`src/design/read_checker_consts.vh`:
```
`ifndef READ_CHECKER_CONSTS_VH
`define READ_CHECKER_CONSTS_VH
// ----------------------------------------
// register byte addresses
// ----------------------------------------
`define REG_CTRL 8'h00
`define REG_RATE 8'h04
`define REG_CMD 8'h08
`define REG_CMD_COUNT 8'h0c
`define REG_STATUS 8'h10
`define REG_EXP_BASE 8'h20
`define REG_RCV_BASE 8'h40
`define REG_AREA_MASK 8'he0
// ----------------------------------------
// reset values and field codes
// ----------------------------------------
`define CTRL_RST 4'h8
`define CTRL_VERIFY_BIT 3
`define RATE_RST 7'h64
`define OPCODE_RST 3'h0
`define CMD_COUNT_RST 9'h000
`define OP_READ 3'h3
`define PAT_INC 3'h0
`define PAT_DEC 3'h1
`define PAT_ZERO 3'h2
`define PAT_ONE 3'h3
`define PAT_LFSR 3'h4
// ----------------------------------------
// counts and positions
// ----------------------------------------
`define RATE_WINDOW 7'h64
`define RATE_WINDOW_LAST 7'h63
`define LAST_WORD 7'h7f
`define FIRST_WORD 7'h00
`define ALIGN_TAP 3
`define STAT_FAIL_BIT 0
`define STAT_AWAIT_BIT 16
`define LFSR_TAP_A 21
`define LFSR_TAP_B 1
`endif

```
`src/design/lfsr_lookahead.v`:
```
`timescale 1ns/100ps
`default_nettype none
`include "read_checker_consts.vh"
module lfsr_lookahead (
  // state for the first dword of this word
  input wire [31:0] seed,
  // eight successive dwords, dword 0 in the low bits
  output wire [255:0] dwords,
  // state for the first dword of the next word
  output wire [31:0] next_seed
);
  // ----------------------------------------
  // one dword worth of fibonacci shifts
  // ----------------------------------------
  // taps 31, 21, 1 and 0 give x^31 + x^21 + x + 1
  function [31:0] advance;
    input [31:0] s;
    integer i;
    reg [31:0] t;
    begin
      t = s;
      for (i = 0; i < 32; i = i + 1) begin
        t = {t[30:0], t[31] ^ t[`LFSR_TAP_A] ^ t[`LFSR_TAP_B] ^ t[0]};
      end
      advance = t;
    end
  endfunction
  wire [31:0] chain [0:8]; // states along the word
  assign chain[0] = seed;
  genvar j;
  // unrolled chain so all eight dwords come in one cycle
  generate
    for (j = 0; j < 8; j = j + 1) begin : g_step
      assign dwords[32*j +: 32] = chain[j];
      assign chain[j+1] = advance(chain[j]);
    end
  endgenerate
  assign next_seed = chain[8];
endmodule
`default_nettype wire

```
`config.mk`:
```
export PLATFORM = sky130hd
export DESIGN_NAME = lfsr_lookahead
export DESIGN_NICKNAME = d
export VERILOG_FILES = /design/src/design/lfsr_lookahead.v
export VERILOG_INCLUDE_DIRS = /design/src /design/src/design
export SDC_FILE = /design/constraint.sdc
export NUM_CORES = 1
export LEC_CHECK = 0
export ABC_AREA = 1
export BUFFER_PORTS_ARGS = -buffer_cell sky130_fd_sc_hd__buf_2
export CAP_MARGIN = 20
export CELL_PAD_IN_SITES_DETAIL_PLACEMENT = 1
export CELL_PAD_IN_SITES_GLOBAL_PLACEMENT = 2
export CORE_ASPECT_RATIO = 0.7
export CORE_MARGIN = 8
export CORE_UTILIZATION = 27
export DETAILED_ROUTE_END_ITERATION = 8
export GPL_TIMING_DRIVEN = 0
export PLACE_DENSITY = 0.92
export REMOVE_ABC_BUFFERS = 1
export SYNTH_ARGS = -nofsm -noshare
export SYNTH_HDL_FRONTEND = slang
export SYNTH_SLANG_ARGS = --single-unit
export TNS_END_PERCENT = 20
```
`constraint.sdc`:
```
create_clock -name vclk -period 32.3
set_input_delay 1.615 -clock vclk [all_inputs]
set_output_delay 1.615 -clock vclk [all_outputs]
set_load 0.03 [all_outputs]
```
==> flow_metrics.env <==
export IMPL_type_of_the_setup_path_with_the_least_slack="in2out"
export IMPL_slew_limit_headroom_pct=31.5
export IMPL_run_status="finished, violations left"
export IMPL_violated_checks="negative setup slack"
export IMPL_maximum_number_of_pins_on_one_net_before_global_route_repair=7
export IMPL_synth_seq_area_share_pct=0
export IMPL_dp_worst_setup_slack_ns=-8.78
export IMPL_fin_crit_ns=41.33
export IMPL_layout_worst_path_cycle_share_pct=128
export IMPL_ys_top_cells_by_area="sky130_fd_sc_hd__nand3_1 (19%), sky130_fd_sc_hd__xor2_1 (13%), sky130_fd_sc_hd__nand2_2 (12%), sky130_fd_sc_hd__nand2_1 (10%), sky130_fd_sc_hd__nand3_2 (9.8%)"
export IMPL_io_pin_count=320
export IMPL_netlist_area_um2=12800
export IMPL_timing_max_transition_violations_final=0
export IMPL_fp_dieArea_um2=54900
export IMPL_largest_area_contributor_in_the_synthesized_netlist="sky130_fd_sc_hd__nand3_1"
export IMPL_dr_first_iter_drc_count=1714
export IMPL_cp_peak_stage_delay_ns=0.35
export IMPL_max_cap_viol_count=0
export IMPL_final_setup_worst_slack_ns=-9.03
export IMPL_critical_path_max_fanout=6
export IMPL_num_rows=67
export IMPL_clock_buffers=0
export IMPL_drive_gt1_share_pct=69.5
export IMPL_timing_worst_slew_pin_value_ns=1.02
export IMPL_startpoint_type="input pin"
export IMPL_initial_utilization_pct=27.1
export IMPL_grt_first_pass_wirelength_mm=118
export IMPL_avgRoutedWirePerCell_um=30.6
export IMPL_rsz0062_at_grt="true"
export IMPL_cpMaxStageDelayCell="sky130_fd_sc_hd__nand3b_1"
export IMPL_flops_and_latches=0
export IMPL_nets=2787
export IMPL_drcViolationCount=0
export IMPL_min_from="seed[22]"
export IMPL_dr_pass1_iters=5
export IMPL_antenna_found_initial=1
export IMPL_worst_ep_required_time_ns=30.68
export IMPL_synth_compound_area_share_pct=0
export IMPL_max_freq_ghz=0.0242
export IMPL_multiplexer_area_fraction_after_synthesis_pct=0
export IMPL_critical_path_endpoint_type="output pin"
export IMPL_synth_yosys_warnings=0
export IMPL_vias=20200
export IMPL_combinational_family_with_the_most_area_after_synthesis="simple AND/OR/NAND/NOR gates"
export IMPL_total_count_of_hold_check_failures_in_the_final_report=0
export IMPL_overflow=0
export IMPL_worstHoldPathCells=2
export IMPL_crit_arrival_ns=39.72
export IMPL_die_width_um=277
export IMPL_crit_path_frequent_cell="sky130_fd_sc_hd__nand2_4"
export IMPL_detail_route_vias_per_cell=5.99
export IMPL_portBuffers=320
export IMPL_core_area_um2=47400
export IMPL_drt_antenna_violating_nets=0
export IMPL_synthToLayoutAreaGrowth_pct=97.0
export IMPL_gp_congestion=0.944
export IMPL_grt_util_all_layers_pct=26.5
export IMPL_die_y_um=198
export IMPL_synth_xor_xnor_area_share_pct=23.5
export IMPL_sequential_standard_cell_area_um2=0
export IMPL_setup_viol=58
export IMPL_first_global_vias=19900
export IMPL_synth_simple_area_share_pct=65.4
export IMPL_area_share_of_fa_ha_maj_cells_after_synthesis_pct=0
export IMPL_detailedPlacementHpwl_mm=49.4
export IMPL_detail_route_wirelength_mm=103
export IMPL_min_path_type="in2out"
export IMPL_min_delay_worst_endpoint="dwords[22]"
export IMPL_synth_top_area_share_pct=18.9
export IMPL_postSynthCellCount=2045
export IMPL_synth_lib_cells_used_distinct=27
export IMPL_synth_area_per_cell_um2=6.28
-- logic make-up after synthesis --
| logic type | count (synthesis) |
|---|---|
| XOR/XNOR | 316 |
| buffers and inverters | 346 |
| AND/OR/NAND/NOR | 1383 |
-- layer usage --
layer	GRT usage (%)	share of wire, %	vias to the layer above
met2	47.8	46	1630
met1	31.2	35	9786
met3	3.77	9.4	775
li1	-	-	8012
met5	0	0.011	-
met4	12.3	9.6	2
-- layout by cell type, fill, tap and decap left out --
cell type,netlist,final
sky130_fd_sc_hd__buf_4,32,410
sky130_fd_sc_hd__nand2_4,91,359
sky130_fd_sc_hd__nand3_4,14,309
sky130_fd_sc_hd__buf_2,0,287
sky130_fd_sc_hd__inv_1,260,230
sky130_fd_sc_hd__nand3_2,126,204
sky130_fd_sc_hd__xor2_1,188,185
sky130_fd_sc_hd__nand2_1,352,152
sky130_fd_sc_hd__nand2_2,242,129
sky130_fd_sc_hd__nand3_1,485,112
sky130_fd_sc_hd__xnor2_1,109,107
sky130_fd_sc_hd__nand3b_1,48,48
sky130_fd_sc_hd__nand2_8,0,45
sky130_fd_sc_hd__inv_2,48,42
sky130_fd_sc_hd__inv_4,4,37
sky130_fd_sc_hd__buf_6,0,29
sky130_fd_sc_hd__xor2_4,7,13
sky130_fd_sc_hd__nand3b_4,4,11
sky130_fd_sc_hd__clkbuf_4,0,7
sky130_fd_sc_hd__buf_12,0,7
sky130_fd_sc_hd__xnor2_4,2,6
sky130_fd_sc_hd__nor2_1,5,3
sky130_fd_sc_hd__xor2_2,6,3
sky130_fd_sc_hd__or2_4,1,3
sky130_fd_sc_hd__nor2_2,1,2
sky130_fd_sc_hd__nor2_4,1,2
sky130_fd_sc_hd__xnor2_2,4,2
sky130_fd_sc_hd__or2_1,4,2
sky130_fd_sc_hd__inv_6,0,2
sky130_fd_sc_hd__inv_8,0,2
sky130_fd_sc_hd__nand4_1,2,2
sky130_fd_sc_hd__diode_2,0,1
sky130_fd_sc_hd__clkinv_4,1,1
-- worst max-delay path by stage --
stage,startpoint,end,slack [ns],cells past startpoint
2_1_floorplan,seed[19],next_seed[1],-9.20,307
3_3_place_gp,seed[19],next_seed[0],-6.94,312
3_5_place_dp,seed[19],next_seed[0],-8.78,318
4_1_cts,seed[19],next_seed[1],-3.09,313
5_1_grt,seed[18],next_seed[0],-9.83,315
6_report,seed[20],next_seed[0],-9.03,313
-- worst max-delay path, delay by kind of cell --
| kind | cells | cell delay, ns |
|---|---|---|
| xor+xnor | 1 | 0.28 |
| simple gates | 284 | 34.49 |
| buf+inv | 28 | 3.04 |
-- area by class of cell --
type,instances,area [um^2]
Antenna cell,1,2.50
Timing Repair Buffer,740,5030
Multi-Input combinational cell,1699,18200
Tap cell,621,777
Inverter,314,1300
Fill cell,5526,22200
-- Yosys cell counts --
library cell,count
sky130_fd_sc_hd__buf_4,32
sky130_fd_sc_hd__clkinv_1,1
sky130_fd_sc_hd__clkinv_4,1
sky130_fd_sc_hd__inv_1,260
sky130_fd_sc_hd__inv_2,48
sky130_fd_sc_hd__inv_4,4
sky130_fd_sc_hd__nand2_1,352
sky130_fd_sc_hd__nand2_2,242
sky130_fd_sc_hd__nand2_4,91
sky130_fd_sc_hd__nand3_1,485
sky130_fd_sc_hd__nand3_2,126
sky130_fd_sc_hd__nand3_4,14
sky130_fd_sc_hd__nand3b_1,48
sky130_fd_sc_hd__nand3b_2,7
sky130_fd_sc_hd__nand3b_4,4
sky130_fd_sc_hd__nand4_1,2
sky130_fd_sc_hd__nor2_1,5
sky130_fd_sc_hd__nor2_2,1
sky130_fd_sc_hd__nor2_4,1
sky130_fd_sc_hd__or2_1,4
sky130_fd_sc_hd__or2_4,1
sky130_fd_sc_hd__xnor2_1,109
sky130_fd_sc_hd__xnor2_2,4
sky130_fd_sc_hd__xnor2_4,2
sky130_fd_sc_hd__xor2_1,188
sky130_fd_sc_hd__xor2_2,6
sky130_fd_sc_hd__xor2_4,7
-- through the flow --
stage | instance area, um^2 | setup TNS [ns] | util, % | cells | hold slack [ns]
2_1_floorplan | 12600 | -238.73 | - | 2013 | 3.23
3_3_place_gp | 15000 | -172.50 | 31.6 | 2954 | 3.51
3_5_place_dp | 15000 | -255.64 | 31.6 | 2954 | 3.51
4_1_cts | 21800 | -40.21 | 45.9 | 3224 | 3.51
5_1_grt | 25300 | -300.24 | 53.3 | 3374 | 3.52
6_report | 25300 | -262.51 | 53.3 | 3375 | 3.51
-- timing repair --
action                                  in CTS  in global routing
cloned                                       0                  0
hold buffers                                 0                  0
pin swaps                                  388                345
gates resized for setup                    957                442
buffers inserted                           270                150
endpoints found under the hold margin        0                  0
endpoints found under the setup margin      59                 55
Power is not shown: default switching activity piles up to over one toggle a cycle in this logic, so the estimate is an artifact.
